`src/shared/ecpf_pkg.sv`:
```
// package: register map, field layout, timing and carrier types of the ecp port controller
//
// Contract
// - reverse pio sets service bit at rx level
// - read-only full and empty fifo flags
// - modes 010/011 run automatic line handshake
// - mode change out of 010/011 drops auto feed immediately
// - address port bytes sent tagged as command
// - reverse ecp handshakes bytes into the fifo
// - dma requested through one request line
// - dma always targets the fifo at 0x400
// - terminal count stops dma, sets service bit
// - request never held over 32 dma cycles
// - pio service interrupt at tx/rx level
// - fault falling edge or re-enable interrupts
// - ack interrupt when enabled, edge style
// - test mode keeps fifo reachable for probing
// - standard fifo mode paced by busy and fixed setup, strobe and hold timing
// - ext control top bits select the mode
// - direction low drives data bus outward
`default_nettype none
package ecpf_pkg;
	// ------------------------------------------------------------
	// register byte addresses
	// ------------------------------------------------------------
	localparam logic [11:0] A_DATA = 12'h000;
	localparam logic [11:0] A_DSR = 12'h004;
	localparam logic [11:0] A_DCR = 12'h008;
	localparam logic [11:0] A_ACMD = 12'h00C;
	localparam logic [11:0] A_FIFO = 12'h400;
	localparam logic [11:0] A_CFGB = 12'h404;
	localparam logic [11:0] A_ECR = 12'h408;
	localparam logic [11:0] A_LEVELS = 12'h40C;

	// ------------------------------------------------------------
	// modes held in ext_control_register[7:5]
	// ------------------------------------------------------------
	localparam int ECR_MODE_LSB = 5;
	localparam int ECR_ERR_DIS = 4;
	localparam int ECR_DMA_EN = 3;
	localparam int ECR_SVC = 2;
	localparam int ECR_FULL = 1;
	localparam int ECR_EMPTY = 0;
	localparam logic [2:0] MODE_SPP = 3'h0;
	localparam logic [2:0] MODE_PS2 = 3'h1;
	localparam logic [2:0] MODE_FIFO = 3'h2;
	localparam logic [2:0] MODE_ECP = 3'h3;
	localparam logic [2:0] MODE_TEST = 3'h6;
	localparam logic [2:0] MODE_CFG = 3'h7;
	localparam logic [2:0] MODE_RST = 3'h0;
	localparam logic ERR_DIS_RST = 1'b1;
	localparam logic DMA_EN_RST = 1'b0;
	localparam logic SVC_RST = 1'b1;

	// ------------------------------------------------------------
	// device control bits, status and config values
	// ------------------------------------------------------------
	localparam int DCR_DIR = 5;
	localparam int DCR_ACK_IE = 4;
	localparam int DCR_SEL = 3;
	localparam int DCR_INIT = 2;
	localparam int DCR_AFD = 1;
	localparam int DCR_STB = 0;
	localparam logic [5:0] DCR_RST = 6'h00;
	localparam logic [1:0] DCR_TOP_ONES = 2'h3;
	localparam logic [2:0] DSR_LOW_ONES = 3'h7;
	localparam logic [7:0] CFGA_VALUE = 8'h10;
	localparam logic [7:0] CFGB_VALUE = 8'h00;

	// ------------------------------------------------------------
	// fifo and dma defaults
	// ------------------------------------------------------------
	localparam int FIFO_DEPTH_DEF = 16;
	localparam logic [7:0] TX_LEVEL_DEF = 8'h08;
	localparam logic [7:0] RX_LEVEL_DEF = 8'h08;
	localparam logic [5:0] DMA_BURST_MAX = 6'h20;

	// ------------------------------------------------------------
	// timing: 10 mhz clock, 2 us per standard byte (500 kbyte/s)
	// ------------------------------------------------------------
	localparam int CLK_MHZ = 10;
	localparam int SETUP_NS = 500;
	localparam int STROBE_NS = 1000;
	localparam int HOLD_NS = 500;

	function automatic int ns_to_cyc_min(input int ns);
		int c;
		c = (ns * CLK_MHZ + 999) / 1000;
		return (c < 1) ? 1 : c;
	endfunction : ns_to_cyc_min

	localparam logic [7:0] SETUP_CNT = 8'(ns_to_cyc_min(SETUP_NS) - 1);
	localparam logic [7:0] STROBE_CNT = 8'(ns_to_cyc_min(STROBE_NS) - 1);
	localparam logic [7:0] HOLD_CNT = 8'(ns_to_cyc_min(HOLD_NS) - 1);

	// ------------------------------------------------------------
	// carriers
	// ------------------------------------------------------------
	typedef struct packed {
		logic cmd;
		logic [7:0] data;
	} ecpf_entry_t;

	typedef struct packed {
		logic write;
		logic mapped;
		logic [11:0] addr;
	} ecpf_aphase_t;
endpackage : ecpf_pkg
`default_nettype wire

```
`src/logic/ecpf_fifo.sv`:
```
// module: byte fifo with tag bit shared by host, dma and port handshake
`timescale 1ns/1ns
`default_nettype none
module ecpf_fifo #(
	parameter int WIDTH = 9,
	parameter int DEPTH = 16,
	parameter int CNT_W = 5
) (
	input wire logic clk,
	input wire logic rst_n,
	input wire logic clear,
	input wire logic push,
	input wire logic [WIDTH-1:0] push_data,
	input wire logic pop,
	output logic [WIDTH-1:0] head,
	output logic [CNT_W-1:0] count,
	output logic full,
	output logic empty
);
	import ecpf_pkg::*;
	localparam int PTR_W = (DEPTH > 1) ? $clog2(DEPTH) : 1;

	logic [WIDTH-1:0] mem [DEPTH];
	logic [PTR_W-1:0] wr_reg, wr_next, rd_reg, rd_next;
	logic [CNT_W-1:0] cnt_reg, cnt_next;
	logic do_push, do_pop;

	function automatic logic [PTR_W-1:0] ptr_inc(input logic [PTR_W-1:0] p);
		return (p == PTR_W'(DEPTH - 1)) ? '0 : PTR_W'(p + 1'b1);
	endfunction : ptr_inc

	assign full = (cnt_reg == CNT_W'(DEPTH));
	assign empty = (cnt_reg == '0);
	assign count = cnt_reg;
	assign head = mem[rd_reg];

	// a push into a full fifo only lands when a pop frees a slot the same cycle
	always_comb begin
		do_pop = pop && !empty;
		do_push = push && (!full || do_pop);
		wr_next = do_push ? ptr_inc(wr_reg) : wr_reg;
		rd_next = do_pop ? ptr_inc(rd_reg) : rd_reg;
		cnt_next = cnt_reg;
		if (do_push && !do_pop) begin
			cnt_next = CNT_W'(cnt_reg + 1'b1);
		end else if (do_pop && !do_push) begin
			cnt_next = CNT_W'(cnt_reg - 1'b1);
		end
		if (clear) begin
			wr_next = '0;
			rd_next = '0;
			cnt_next = '0;
		end
	end

	always_ff @(posedge clk) begin
		if (do_push) begin
			mem[wr_reg] <= push_data;
		end
	end

	always_ff @(posedge clk or negedge rst_n) begin
		if (!rst_n) begin
			wr_reg <= '0;
			rd_reg <= '0;
			cnt_reg <= '0;
		end else begin
			wr_reg <= wr_next;
			rd_reg <= rd_next;
			cnt_reg <= cnt_next;
		end
	end
endmodule : ecpf_fifo
`default_nettype wire

```
`src/logic/ecpf_port_ctrl.sv`:
```
// module: ecp parallel port fifo, mode, dma and event control behind an ahb-lite slave
`timescale 1ns/1ns
`default_nettype none
module ecpf_port_ctrl #(
	parameter int FIFO_DEPTH = ecpf_pkg::FIFO_DEPTH_DEF,
	parameter logic [7:0] TX_LEVEL = ecpf_pkg::TX_LEVEL_DEF,
	parameter logic [7:0] RX_LEVEL = ecpf_pkg::RX_LEVEL_DEF
) (
	input wire logic hclk,
	input wire logic hresetn,
	input wire logic hsel,
	input wire logic [31:0] haddr,
	input wire logic [1:0] htrans,
	input wire logic hwrite,
	input wire logic [2:0] hsize,
	input wire logic [31:0] hwdata,
	input wire logic hready,
	output logic hreadyout,
	output logic hresp,
	output logic [31:0] hrdata,
	input wire logic [7:0] pd_in,
	output logic [7:0] pd_out,
	output logic pd_oe,
	output logic data_strobe_out_n,
	output logic auto_feed_out_n,
	output logic init_out_n,
	output logic select_in_out_n,
	input wire logic busy_in,
	input wire logic peripheral_ack_in_n,
	input wire logic peripheral_error_in_n,
	input wire logic paper_end_in,
	input wire logic select_in,
	output logic dma_req,
	input wire logic dma_ack,
	input wire logic dma_tc,
	input wire logic [7:0] dma_wdata,
	output logic [7:0] dma_rdata,
	output logic irq
);
	import ecpf_pkg::*;
	localparam int CNT_W = $clog2(FIFO_DEPTH + 1);

	typedef enum logic [2:0] {
		ST_IDLE, ST_SETUP, ST_STROBE, ST_HOLD, ST_ECP_ACK, ST_ECP_REL, ST_REV_ACK
	} ecpf_state_t;

	// ------------------------------------------------------------
	// state
	// ------------------------------------------------------------
	ecpf_aphase_t ap_reg, ap_next;
	logic [31:0] hrdata_reg, hrdata_next;
	logic [7:0] data_reg, data_next, last_rd_reg, last_rd_next;
	logic [5:0] dcr_reg, dcr_next;
	logic [2:0] mode_reg, mode_next;
	logic err_dis_reg, err_dis_next, dma_en_reg, dma_en_next, svc_reg, svc_next;
	logic fault_prev_reg, ack_prev_reg;
	ecpf_state_t state_reg, state_next;
	logic [7:0] tmr_reg, tmr_next;
	ecpf_entry_t xfer_reg, xfer_next;
	logic strobe_n_reg, strobe_n_next, afd_n_reg, afd_n_next;
	logic [7:0] pd_out_reg, pd_out_next, dma_rdata_reg, dma_rdata_next;
	logic pd_oe_reg, pd_oe_next, irq_reg, irq_next, dma_req_reg, dma_req_next;
	logic init_n_reg, sel_n_reg;
	logic [5:0] burst_reg, burst_next;

	logic aphase, dir, dir_next, hw_mode, fifo_mode, fifo_rd_mode, fifo_wr_mode;
	logic dma_go, dma_go_next, err_evt, ack_evt, svc_cond;
	logic fifo_push, fifo_pop, f_full, f_empty, f_clear;
	ecpf_entry_t fifo_push_data, f_head;
	logic [CNT_W-1:0] f_count, f_free;

	function automatic logic is_mapped(input logic [31:0] a);
		return (a[31:12] == '0) && (a[11:0] inside {A_DATA, A_DSR, A_DCR, A_ACMD,
			A_FIFO, A_CFGB, A_ECR, A_LEVELS});
	endfunction : is_mapped

	// effective direction: forced forward in the standard and fifo modes
	function automatic logic dir_of(input logic [2:0] m, input logic [5:0] d);
		return d[DCR_DIR] && (m != MODE_SPP) && (m != MODE_FIFO);
	endfunction : dir_of

	function automatic logic is_fifo_mode(input logic [2:0] m);
		return (m == MODE_FIFO) || (m == MODE_ECP) || (m == MODE_TEST);
	endfunction : is_fifo_mode

	assign aphase = hsel && htrans[1] && hready;
	assign dir = dir_of(mode_reg, dcr_reg);
	assign hw_mode = (mode_reg == MODE_FIFO) || (mode_reg == MODE_ECP);
	assign fifo_mode = is_fifo_mode(mode_reg);
	assign fifo_rd_mode = (mode_reg == MODE_TEST) || (mode_reg == MODE_ECP && dir);
	assign fifo_wr_mode = (mode_reg == MODE_TEST) || (hw_mode && !dir);
	assign dma_go = dma_en_reg && !svc_reg && fifo_mode;
	assign f_clear = (mode_reg == MODE_SPP);
	assign f_free = CNT_W'(FIFO_DEPTH) - f_count;

	// ------------------------------------------------------------
	// fifo
	// ------------------------------------------------------------
	ecpf_fifo #(
		.WIDTH($bits(ecpf_entry_t)),
		.DEPTH(FIFO_DEPTH),
		.CNT_W(CNT_W)
	) u_fifo (
		.clk(hclk),
		.rst_n(hresetn),
		.clear(f_clear),
		.push(fifo_push),
		.push_data(fifo_push_data),
		.pop(fifo_pop),
		.head(f_head),
		.count(f_count),
		.full(f_full),
		.empty(f_empty)
	);

	// ------------------------------------------------------------
	// next state
	// ------------------------------------------------------------
	always_comb begin
		ap_next = '{write: aphase && hwrite, mapped: is_mapped(haddr), addr: haddr[11:0]};
		hrdata_next = hrdata_reg;
		data_next = data_reg;
		dcr_next = dcr_reg;
		mode_next = mode_reg;
		err_dis_next = err_dis_reg;
		dma_en_next = dma_en_reg;
		svc_next = svc_reg;
		last_rd_next = last_rd_reg;
		dma_rdata_next = dma_rdata_reg;
		fifo_push = 1'b0;
		fifo_push_data = '0;
		fifo_pop = 1'b0;
		err_evt = 1'b0;
		svc_cond = 1'b0;
		state_next = state_reg;
		tmr_next = tmr_reg;
		xfer_next = xfer_reg;
		strobe_n_next = strobe_n_reg;
		afd_n_next = afd_n_reg;

		// read answered from the address phase, so data stands in the data phase
		if (aphase && !hwrite) begin
			hrdata_next = 32'h0000_0000;
			if (is_mapped(haddr)) begin
				case (haddr[11:0])
				A_DATA: hrdata_next[7:0] = (mode_reg == MODE_PS2 && dir) ? pd_in : data_reg;
				A_DSR: hrdata_next[7:0] = {!busy_in, peripheral_ack_in_n, paper_end_in,
					select_in, peripheral_error_in_n, DSR_LOW_ONES};
				A_DCR: hrdata_next[7:0] = {DCR_TOP_ONES, dir, dcr_reg[4:0]};
				A_FIFO: begin
					if (mode_reg == MODE_CFG) begin
						hrdata_next[7:0] = CFGA_VALUE;
					end else if (fifo_rd_mode) begin
						// empty fifo repeats the last byte read
						hrdata_next[7:0] = f_empty ? last_rd_reg : f_head.data;
						fifo_pop = !f_empty;
						if (!f_empty) begin
							last_rd_next = f_head.data;
						end
					end
				end
				A_CFGB: hrdata_next[7:0] = (mode_reg == MODE_CFG) ? CFGB_VALUE : 8'h00;
				A_ECR: hrdata_next[7:0] = {mode_reg, err_dis_reg, dma_en_reg, svc_reg,
					f_full, f_empty};
				A_LEVELS: hrdata_next[23:0] = {8'(FIFO_DEPTH), RX_LEVEL, TX_LEVEL};
				default: hrdata_next = 32'h0000_0000;
				endcase
			end
		end

		// writes take effect at the end of the data phase
		if (ap_reg.write && ap_reg.mapped) begin
			case (ap_reg.addr)
			A_DATA: data_next = hwdata[7:0];
			A_DCR: dcr_next = hwdata[5:0];
			A_ACMD: begin
				if (mode_reg == MODE_ECP && !dir) begin
					fifo_push = 1'b1;
					fifo_push_data = '{cmd: 1'b1, data: hwdata[7:0]};
				end
			end
			A_FIFO: begin
				if (fifo_wr_mode) begin
					fifo_push = 1'b1;
					fifo_push_data = '{cmd: 1'b0, data: hwdata[7:0]};
				end
			end
			A_ECR: begin
				mode_next = hwdata[7:5];
				err_dis_next = hwdata[ECR_ERR_DIS];
				dma_en_next = hwdata[ECR_DMA_EN];
				svc_next = hwdata[ECR_SVC];
				err_evt = err_dis_reg && !hwdata[ECR_ERR_DIS] && !peripheral_error_in_n;
			end
			default: ;
			endcase
		end

		// dma moves bytes only through the fifo; it wins over a host access that cycle
		if (dma_ack && dma_go) begin
			if (dir) begin
				fifo_pop = !f_empty;
				dma_rdata_next = f_head.data;
			end else begin
				fifo_push = 1'b1;
				fifo_push_data = '{cmd: 1'b0, data: dma_wdata};
			end
		end

		// hardware set of the service bit wins over a clearing write
		if (fifo_mode && !svc_reg) begin
			if (dma_en_reg) begin
				svc_cond = dma_ack && dma_tc;
			end else if (dir) begin
				svc_cond = 16'(f_count) >= 16'(RX_LEVEL);
			end else begin
				svc_cond = 16'(f_free) >= 16'(TX_LEVEL);
			end
		end
		if (svc_cond) begin
			svc_next = 1'b1;
		end
		if (fault_prev_reg && !peripheral_error_in_n && !err_dis_reg) begin
			err_evt = 1'b1;
		end

		// automatic handshake; software drives the lines in all other modes
		case (state_reg)
		ST_IDLE: begin
			if (mode_reg == MODE_ECP && dir) begin
				afd_n_next = f_full;
				if (!peripheral_ack_in_n && !afd_n_reg && !f_full) begin
					fifo_push = 1'b1;
					fifo_push_data = '{cmd: 1'b0, data: pd_in};
					afd_n_next = 1'b1;
					state_next = ST_REV_ACK;
				end
			end else if (hw_mode && !dir && !f_empty && !busy_in) begin
				fifo_pop = 1'b1;
				xfer_next = f_head;
				afd_n_next = (mode_reg == MODE_ECP) ? !f_head.cmd : 1'b1;
				tmr_next = SETUP_CNT;
				state_next = ST_SETUP;
			end else if (!hw_mode) begin
				strobe_n_next = !dcr_reg[DCR_STB];
				afd_n_next = !dcr_reg[DCR_AFD];
			end
		end
		ST_SETUP: begin
			tmr_next = tmr_reg - 8'h01;
			if (tmr_reg == 8'h00) begin
				strobe_n_next = 1'b0;
				tmr_next = STROBE_CNT;
				state_next = (mode_reg == MODE_ECP) ? ST_ECP_ACK : ST_STROBE;
			end
		end
		ST_STROBE: begin
			tmr_next = tmr_reg - 8'h01;
			if (tmr_reg == 8'h00) begin
				strobe_n_next = 1'b1;
				tmr_next = HOLD_CNT;
				state_next = ST_HOLD;
			end
		end
		ST_HOLD: begin
			tmr_next = tmr_reg - 8'h01;
			if (tmr_reg == 8'h00) begin
				state_next = ST_IDLE;
			end
		end
		ST_ECP_ACK: begin
			if (busy_in) begin
				strobe_n_next = 1'b1;
				state_next = ST_ECP_REL;
			end
		end
		ST_ECP_REL: begin
			if (!busy_in) begin
				afd_n_next = 1'b1;
				state_next = ST_IDLE;
			end
		end
		ST_REV_ACK: begin
			if (peripheral_ack_in_n) begin
				state_next = ST_IDLE;
			end
		end
		default: state_next = ST_IDLE;
		endcase

		// mode change aborts any transfer; leaving fifo or ecp mode releases both strobes at once
		if (mode_next != mode_reg || !hw_mode) begin
			state_next = ST_IDLE;
			if (hw_mode) begin
				strobe_n_next = 1'b1;
				afd_n_next = 1'b1;
			end
		end

		dir_next = dir_of(mode_next, dcr_next);
		pd_oe_next = !dir_next;
		if (hw_mode && !dir) begin
			pd_out_next = xfer_next.data;
		end else if (mode_reg == MODE_TEST) begin
			pd_out_next = f_head.data;
		end else begin
			pd_out_next = data_next;
		end

		irq_next = (svc_cond && !svc_reg) || err_evt || ack_evt;

		// request dropped for a cycle after 32 back-to-back dma cycles
		burst_next = burst_reg;
		if (!dma_req_reg) begin
			burst_next = 6'h00;
		end else if (dma_ack) begin
			burst_next = burst_reg + 6'h01;
		end
		dma_go_next = dma_en_next && !svc_next && is_fifo_mode(mode_next);
		dma_req_next = dma_go_next && (burst_next < DMA_BURST_MAX) && (dir
			? (f_count > CNT_W'(fifo_pop))
			: (f_free > CNT_W'(fifo_push)));
	end

	// acknowledge interrupt on the rising edge of the ack input
	assign ack_evt = dcr_reg[DCR_ACK_IE] && !ack_prev_reg && peripheral_ack_in_n;

	// ------------------------------------------------------------
	// registers
	// ------------------------------------------------------------
	always_ff @(posedge hclk or negedge hresetn) begin
		if (!hresetn) begin
			ap_reg <= '0;
			hrdata_reg <= 32'h0000_0000;
			data_reg <= 8'h00;
			last_rd_reg <= 8'h00;
			dcr_reg <= DCR_RST;
			mode_reg <= MODE_RST;
			err_dis_reg <= ERR_DIS_RST;
			dma_en_reg <= DMA_EN_RST;
			svc_reg <= SVC_RST;
			fault_prev_reg <= 1'b1;
			ack_prev_reg <= 1'b1;
			state_reg <= ST_IDLE;
			tmr_reg <= 8'h00;
			xfer_reg <= '0;
			strobe_n_reg <= 1'b1;
			afd_n_reg <= 1'b1;
			pd_out_reg <= 8'h00;
			pd_oe_reg <= 1'b1;
			dma_rdata_reg <= 8'h00;
			irq_reg <= 1'b0;
			dma_req_reg <= 1'b0;
			burst_reg <= 6'h00;
			init_n_reg <= 1'b0;
			sel_n_reg <= 1'b1;
		end else begin
			ap_reg <= ap_next;
			hrdata_reg <= hrdata_next;
			data_reg <= data_next;
			last_rd_reg <= last_rd_next;
			dcr_reg <= dcr_next;
			mode_reg <= mode_next;
			err_dis_reg <= err_dis_next;
			dma_en_reg <= dma_en_next;
			svc_reg <= svc_next;
			fault_prev_reg <= peripheral_error_in_n;
			ack_prev_reg <= peripheral_ack_in_n;
			state_reg <= state_next;
			tmr_reg <= tmr_next;
			xfer_reg <= xfer_next;
			strobe_n_reg <= strobe_n_next;
			afd_n_reg <= afd_n_next;
			pd_out_reg <= pd_out_next;
			pd_oe_reg <= pd_oe_next;
			dma_rdata_reg <= dma_rdata_next;
			irq_reg <= irq_next;
			dma_req_reg <= dma_req_next;
			burst_reg <= burst_next;
			init_n_reg <= dcr_next[DCR_INIT];
			sel_n_reg <= !dcr_next[DCR_SEL];
		end
	end

	// zero-wait slave, every answer okay
	assign hreadyout = 1'b1;
	assign hresp = 1'b0;
	assign hrdata = hrdata_reg;
	assign pd_out = pd_out_reg;
	assign pd_oe = pd_oe_reg;
	assign data_strobe_out_n = strobe_n_reg;
	assign auto_feed_out_n = afd_n_reg;
	assign init_out_n = init_n_reg;
	assign select_in_out_n = sel_n_reg;
	assign dma_req = dma_req_reg;
	assign dma_rdata = dma_rdata_reg;
	assign irq = irq_reg;
endmodule : ecpf_port_ctrl
`default_nettype wire

```
`config.mk`:
```
export PLATFORM = sky130hd
export DESIGN_NAME = ecpf_port_ctrl
export DESIGN_NICKNAME = d
export VERILOG_FILES = /design/src/shared/ecpf_pkg.sv /design/src/logic/ecpf_fifo.sv /design/src/logic/ecpf_port_ctrl.sv
export SDC_FILE = /design/constraint.sdc
export NUM_CORES = 1
export LEC_CHECK = 0
export ABC_AREA = 1
export BUFFER_PORTS_ARGS = -buffer_cell sky130_fd_sc_hd__buf_2
export CORE_MARGIN = 3
export CORE_UTILIZATION = 58
export CTS_CLUSTER_DIAMETER = 50
export DETAILED_ROUTE_END_ITERATION = 6
export MAX_ROUTING_LAYER = met4
export PLACE_DENSITY = 0.8
export SETUP_SLACK_MARGIN = 0.15
export SLEW_MARGIN = 25
export SYNTH_ARGS = -nofsm -noshare
export SYNTH_HDL_FRONTEND = slang
export SYNTH_SLANG_ARGS = --single-unit
```
`constraint.sdc`:
```
create_clock -name hclk -period 3.9 [get_ports hclk]
set_input_delay 0.195 -clock hclk [delete_from_list [all_inputs] [get_ports hclk]]
set_output_delay 0.195 -clock hclk [all_outputs]
set_load 0.05 [all_outputs]
```
==> metrics.md, run 1 <==
| Metric | Value |
|---|---|
| Slew margin rel. | `40.9%` |
| Setup repair after global routing missed its margin | `no` |
| Period minus WS final | `3.40 ns` |
| Routed Antenna Nets | `0` |
| Critical Path End Type | `register` |
| CP delay by family, top | `simple AND/OR/NAND/NOR gates` |
| FFs w/ async S/R, synth | `44.0%` |
| Number of synthesized register bits | `257` |
| Crit-path most repeated cell | `nand2_1` |
| Initial antenna violation count | `0` |
| Pin count of the biggest net entering global routing | `77` |
| GRT Total Usage | `28.7%` |
| Post-synth EDFFs | `144` |
| Final Cycle Share | `87.2%` |
| Slew Viols, Final | `0` |
| PD cells | `403 nW/um^2` |
| Area added between synthesis and finish | `16.8%` |
| Startpoint Class | `register` |
| Power Total | `0.00580 W` |
| Placed Cells | `1672` |
| Slew @ Worst Pin | `0.883 ns` |
| Met1 Use GR | `38.3%` |
| Setup TNS | `0 ns` |
| Port bufs | `101` |
| Maxcap violations | `0` |
| Synth top cells by count | `nand2_1 (293), nor2_1 (148), edfxtp_1 (144)` |
| Placer Congestion | `0.986` |
| Dominant cell by count in the synthesized netlist | `nand2_1` |
| Die X | `152 um` |
| Setup Skew | `0.0124 ns` |
| Post-Synthesis Cell Area | `12300 um^2` |
| Clock Tree Buf Depth | `3` |
| Clk_lat worst skew | `0.54 ns` |
| Ys flop type | `edfxtp_1` |
| Cells after Synth | `1304` |
| Detailed Route Iter0 Violations | `1109` |
| Crit path cell chain | `inv_1 > ha_1 > nand2_1 > nor2_1 > ha_1 > clkinv_1 > nand3_2 > nor2_1 > inv_1 > nand4_4 > fa_1 > nand3_1 > nand2_1 > xor2_1 > inv_1 > nand2_1 > nand2_1 > nand2_1 > nand2_1` |
| Distinct cells, synth | `52` |
| Final wirelength | `33500 um` |
| Share of cells above drive strength 1 | `16.5%` |
| Top-area cell type share of the netlist area | `35.1%` |
| HP Class | `input pin to register` |
| # diodes | `0` |
| Met3 Resource Use GR | `5.57%` |
| First-pass GRT wire length | `51700 um` |
| Post-CTS Setup Inserts | `0` |
| # setup viols final | `0` |
| Grt total ovfl | `0` |
| Post-Layout Cell Count | `1746` |
| Clk root buf | `clkbuf_16` |
| Register area share after synthesis | `58.1%` |
| Slowest-stage cell, CP | `fa_1` |
| Max incr delay on CP | `0.49 ns` |
| Pre-Repair DR Iteration Count | `7` |
| Max VDD drop | `0.000394 V` |
| # DRC | `0` |
| Fillers | `1459` |
| Highest clock rate | `0.294 GHz` |
| Syn_area_per_cell | `9.46 um^2` |
| Worst EP arrival | `3.82 ns` |
| Starting density of the core | `60.0%` |
| HPWL after DPL | `23000 um` |
| Clk slew on worst S/H paths | `0.06 ns` |
| Vias in the first global route | `9659` |
| Die height | `152 um` |
| Buf/Inv on CP | `4` |
| CP max FO | `11` |
| Num Clock Sinks | `257` |
| Lkg Pwr | `6.35 nW` |
| H-tree levels | `1` |
| Synth warn | `0` |
| Row count | `52` |
| CTS tree | `yes` |
| CP Class | `register to register` |
| Vias after detailed routing | `10200` |
| Ports | `154` |
| Met2 GRT Util | `45.4%` |
| Die footprint | `23000 um^2` |
| Hold-fix buffers, CTS | `22` |
| CORE AREA | `20600 um^2` |
| Synth area leader | `edfxtp_1` |
| Status | `finished, final reports clean` |
| GRT busiest layer | `met2` |
| Cts bufs inserted | `28` |
| # nets final | `1569` |
| Wire per inst | `19.2 um` |
| Worst path required time | `4.32 ns` |
| Fin. Hold Viols | `0` |
| Post-CTS Resized | `0` |
| Synth area leaders | `edfxtp_1 (35%), dfrtp_1 (21%), nand2_1 (8.9%), nor2_1 (4.5%), o21ai_0 (4.3%)` |
| Max FFs per register | `144` |
| Via density | `5.82` |
cell type report:
| type | instances | area [um^2] | area share (%) |
|---|---|---|---|
| flip-flops and latches | 257 | 7160 | 49.7 |
| clock inverters | 15 | 169 | 1.17 |
| multi-input cells | 876 | 4430 | 30.7 |
| well taps | 270 | 338 | 2.34 |
| clock buffers | 37 | 818 | 5.68 |
| inverters | 133 | 499 | 3.46 |
| repair buffers | 158 | 995 | 6.90 |
path summary, 6_finish.rpt:
check / cells past startpoint / startpoint / end / slack (ns)
worst max-delay path: 19 / u_fifo.count[0]$_DFFE_PN0P_ / u_fifo.count[4]$_DFFE_PN0P_ / 0.50
worst min-delay path: 6 / haddr[20] / ap_reg[12]$_DFF_PN0_ / 0.03
worst max register to register: 19 / u_fifo.count[0]$_DFFE_PN0P_ / u_fifo.count[4]$_DFFE_PN0P_ / 0.50
worst min register to register: 2 / hrdata[3]$_DFFE_PN0P_ / hrdata[3]$_DFFE_PN0P_ / 0.48
max in group asynchronous: 3 / hresetn / select_in_out_n$_DFF_PN1_ / 2.68
min in group asynchronous: 2 / hresetn / dma_rdata[3]$_DFFE_PN0P_ / 0.24
placed cells by master (no fill, tap or decap), types with 4 or more instances in the layout:
cell,count
nand2_1,293
nor2_1,148
edfxtp_1,144
inv_1,123
o21ai_0,106
dfrtp_1,104
buf_2,100
nand3_1,66
a21oi_1,44
buf_4,35
clkbuf_16,31
o211ai_1,25
conb_1,24
dlygate4sd3_1,22
a22oi_1,17
ha_1,17
nand4_1,15
nand2_2,12
o2111ai_1,11
xor2_1,10
o22ai_1,9
nor2_2,8
nor3_1,8
dfstp_2,8
inv_2,7
clkinv_1,7
o21ai_1,7
or2_2,7
o21a_1,6
a31oi_1,4
clkbuf_1,4
clkinv_2,4
routing by layer:
metal	part of all wire, %	vias to the layer above
li1	-	4661
met1	40	4828
met2	48	581
met3	9.3	85
met4	2.9	0
met5	0	-
cell families after synthesis:
kind of cell / Yosys count / synth area share, %
xor+xnor: 13 / 0.923
simple gates: 575 / 20.3
flops: 257 / 58.1
buf+inv: 193 / 6.75
other cells: 2 / 0.0609
mux: 3 / 0.254
fa+ha+maj: 18 / 1.89
compound gates: 243 / 11.8
per-stage QoR:
| step | setup slack, ns | hold slack (ns) | utilization (%) | instance area, um^2 |
|---|---|---|---|---|
| after floorplan | 0.957 | -0.101 | - | 12400 |
| after global placement | 0.710 | 0.319 | 64.2 | 13200 |
| after detailed placement | 0.549 | 0.319 | 64.2 | 13200 |
| after CTS | 0.539 | 0.00773 | 70.1 | 14400 |
| after global routing | 0.270 | 0.0440 | 70.1 | 14400 |
| final | 0.498 | 0.0267 | 70.1 | 14400 |
worst reg2reg max path: cells and delay by family (launching register included):
kind,cells,cell delay [ns]
xor+xnor,1,0.18
fa+ha+maj,3,0.90
buf+inv,4,0.68
flops,1,0.43
simple gates,11,1.11
power by group:
| group | total (W) | internal (W) | switching, W |
|---|---|---|---|
| clock | 0.00276 | 0.00168 | 0.00108 |
| sequential | 0.00286 | 0.00286 | 0.00000481 |
| combinational | 0.000178 | 0.0000489 | 0.000129 |
No activity file was read; power rests on OpenSTA's default activity.
==> inputs of run 2 (changes only) <==
--- a/config.mk
+++ b/config.mk
@@ -11,7 +11,6 @@
 export CORE_UTILIZATION = 58
 export CTS_CLUSTER_DIAMETER = 50
 export DETAILED_ROUTE_END_ITERATION = 6
-export MAX_ROUTING_LAYER = met4
 export PLACE_DENSITY = 0.8
 export SETUP_SLACK_MARGIN = 0.15
 export SLEW_MARGIN = 25
==> metrics.md, run 2 (synthesis gave the netlist of run 1 again) <==
| Metric | Value |
|---|---|
| Status | `finished, final reports clean` |
| Clk_lat worst skew | `0.54 ns` |
| Clock Tree Buf Depth | `3` |
| Final wirelength | `32900 um` |
| Cts bufs inserted | `27` |
| Slowest-stage cell, CP | `fa_1` |
| Share of cells above drive strength 1 | `16.5%` |
| Clk slew on worst S/H paths | `0.06 ns` |
| Crit-path most repeated cell | `nand2_1` |
| Met3 wire len | `2750 um` |
| Area added between synthesis and finish | `16.7%` |
| Via density | `5.76` |
| Max FFs per register | `144` |
| Final setup margin | `0.546 ns` |
| Pin count of the biggest net entering global routing | `75` |
| Die height | `152 um` |
| H-tree levels | `1` |
| Vias in the first global route | `9679` |
| Port bufs | `101` |
| # nets final | `1569` |
| Period minus WS final | `3.35 ns` |
| Placer Congestion | `0.976` |
| # diodes | `0` |
| Pre-Repair DR Iteration Count | `5` |
| HP Class | `input pin to register` |
| Wire per inst | `18.9 um` |
| CP max FO | `11` |
| Die footprint | `23000 um^2` |
| Vias after detailed routing | `10100` |
| Highest clock rate | `0.298 GHz` |
| Fin. Hold Viols | `0` |
| Reg2reg path depth | `19` |
| Most common cell after layout, fill and taps aside | `nand2_1` |
| Starting density of the core | `60.0%` |
| Setup repair after global routing missed its margin | `no` |
| Final Cycle Share | `86.0%` |
| CP startpoint | `u_fifo.count[0]$_DFFE_PN0P_` |
| Reg2reg start | `u_fifo.count[0]$_DFFE_PN0P_` |
| Max VDD drop | `0.000420 V` |
| R2R Setup Slk | `0.55 ns` |
| R2r endpoint | `u_fifo.count[4]$_DFFE_PN0P_` |
| Maxcap violations | `0` |
| GRT Total Usage | `27.8%` |
| Final Hold Slack | `0.00220 ns` |
| CP Class | `register to register` |
| Startpoint Class | `register` |
| CORE AREA | `20600 um^2` |
| Setup TNS | `0 ns` |
| Routed Antenna Nets | `0` |
| CP Capture Point | `u_fifo.count[4]$_DFFE_PN0P_` |
| Critical Path End Type | `register` |
| # DRC | `0` |
| HPWL after DPL | `22900 um` |
| Worst path required time | `4.32 ns` |
| Clk root buf | `clkbuf_16` |
| Num Clock Sinks | `257` |
| Die X | `152 um` |
| Hold-critical path depth | `3` |
| Initial antenna violation count | `0` |
| Ports | `154` |
| Top sig layer | `met4` |
| Slew margin rel. | `41.4%` |
| Worst hold start | `hwdata[4]` |
| Met2 WL | `15700 um` |
| Most frequent cells in the layout | `nand2_1 (293), nor2_1 (148), edfxtp_1 (144)` |
| Slew @ Worst Pin | `0.875 ns` |
| Lkg Pwr | `6.35 nW` |
| Grt total ovfl | `0` |
| PD cells | `401 nW/um^2` |
| Post-Layout Cell Count | `1745` |
| Crit path cell chain | `inv_1 > ha_1 > nand2_1 > nor2_1 > ha_1 > clkinv_1 > nand3_2 > nor2_1 > inv_1 > nand4_4 > fa_1 > nand3_1 > nand2_1 > xor2_1 > inv_1 > nand2_1 > nand2_1 > nand2_1 > nand2_1` |
| Setup Skew | `0.0147 ns` |
| Worst EP arrival | `3.77 ns` |
| Max incr delay on CP | `0.47 ns` |
| Row count | `52` |
| Met1 WL | `13600 um` |
| Detailed Route Iter0 Violations | `943` |
| Setup WS pre-CTS | `0.593 ns` |
| Slew Viols, Final | `0` |
| Placed Cells | `1672` |
| First-pass GRT wire length | `51800 um` |
| # setup viols final | `0` |
| Power Total | `0.00577 W` |
| CTS tree | `yes` |
==> run 2: cell count changes in the layout (fill, tap and decap cells not counted), moves of 2 or more <==
cell       before  now
bufinv_16       3    5
clkbuf_16      31   27
clkbuf_4        0    2
inv_6           0    2
==> run 2: how the worst min path moves through the flow <==
stage	endpoint
after floorplan	ap_reg[0]$_DFF_PN0_
after global placement	ap_reg[6]$_DFF_PN0_
after detailed placement	ap_reg[9]$_DFF_PN0_
after CTS	err_dis_reg$_DFFE_PN1P_
after global routing	err_dis_reg$_DFFE_PN1P_
final	err_dis_reg$_DFFE_PN1P_
==> run 2: layout make-up <==
type | count | area, um^2
multi-input cells | 876 | 4430
clock inverters | 16 | 215
clock buffers | 34 | 729
inverters | 133 | 499
well taps | 270 | 338
flip-flops and latches | 257 | 7160
fillers | 1465 | 6170
repair buffers | 159 | 1020
==> run 2: stage by stage <==
stage	area, um^2	utilization (%)
floorplan	12400	-
global placement	13200	64.2
detailed placement	13200	64.2
CTS	14400	69.9
global route	14400	70.0
finish	14400	70.0
==> run 2: worst max-delay path, delay by kind of cell (launching register included) <==
kind | cells | cell delay, ns
flip-flops | 1 | 0.43
buffers and inverters | 4 | 0.67
XOR/XNOR | 1 | 0.17
adder cells (fa/ha/maj) | 3 | 0.89
AND/OR/NAND/NOR | 11 | 1.09
==> run 2: repair_timing <==
| item | 4_1_cts | 5_1_grt |
|---|---|---|
| hold buffers | 22 | 0 |
| hold endpoints to repair | 92 | 0 |
| setup buffers | 0 | 0 |
| gates resized for setup | 0 | 0 |
==> run 2: per-layer routing <==
layer / vias to the layer above / GRT usage [%]
met5: - / 0
met4: 0 / 7.15
met3: 75 / 4.15
met2: 491 / 45.5
met1: 4826 / 39.5
li1: 4664 / -
==> run 2: power by group <==
group | switching, W | internal, W
Clock | 0.00107 | 0.00166
Sequential | 0.00000445 | 0.00286
Combinational | 0.000129 | 0.0000515
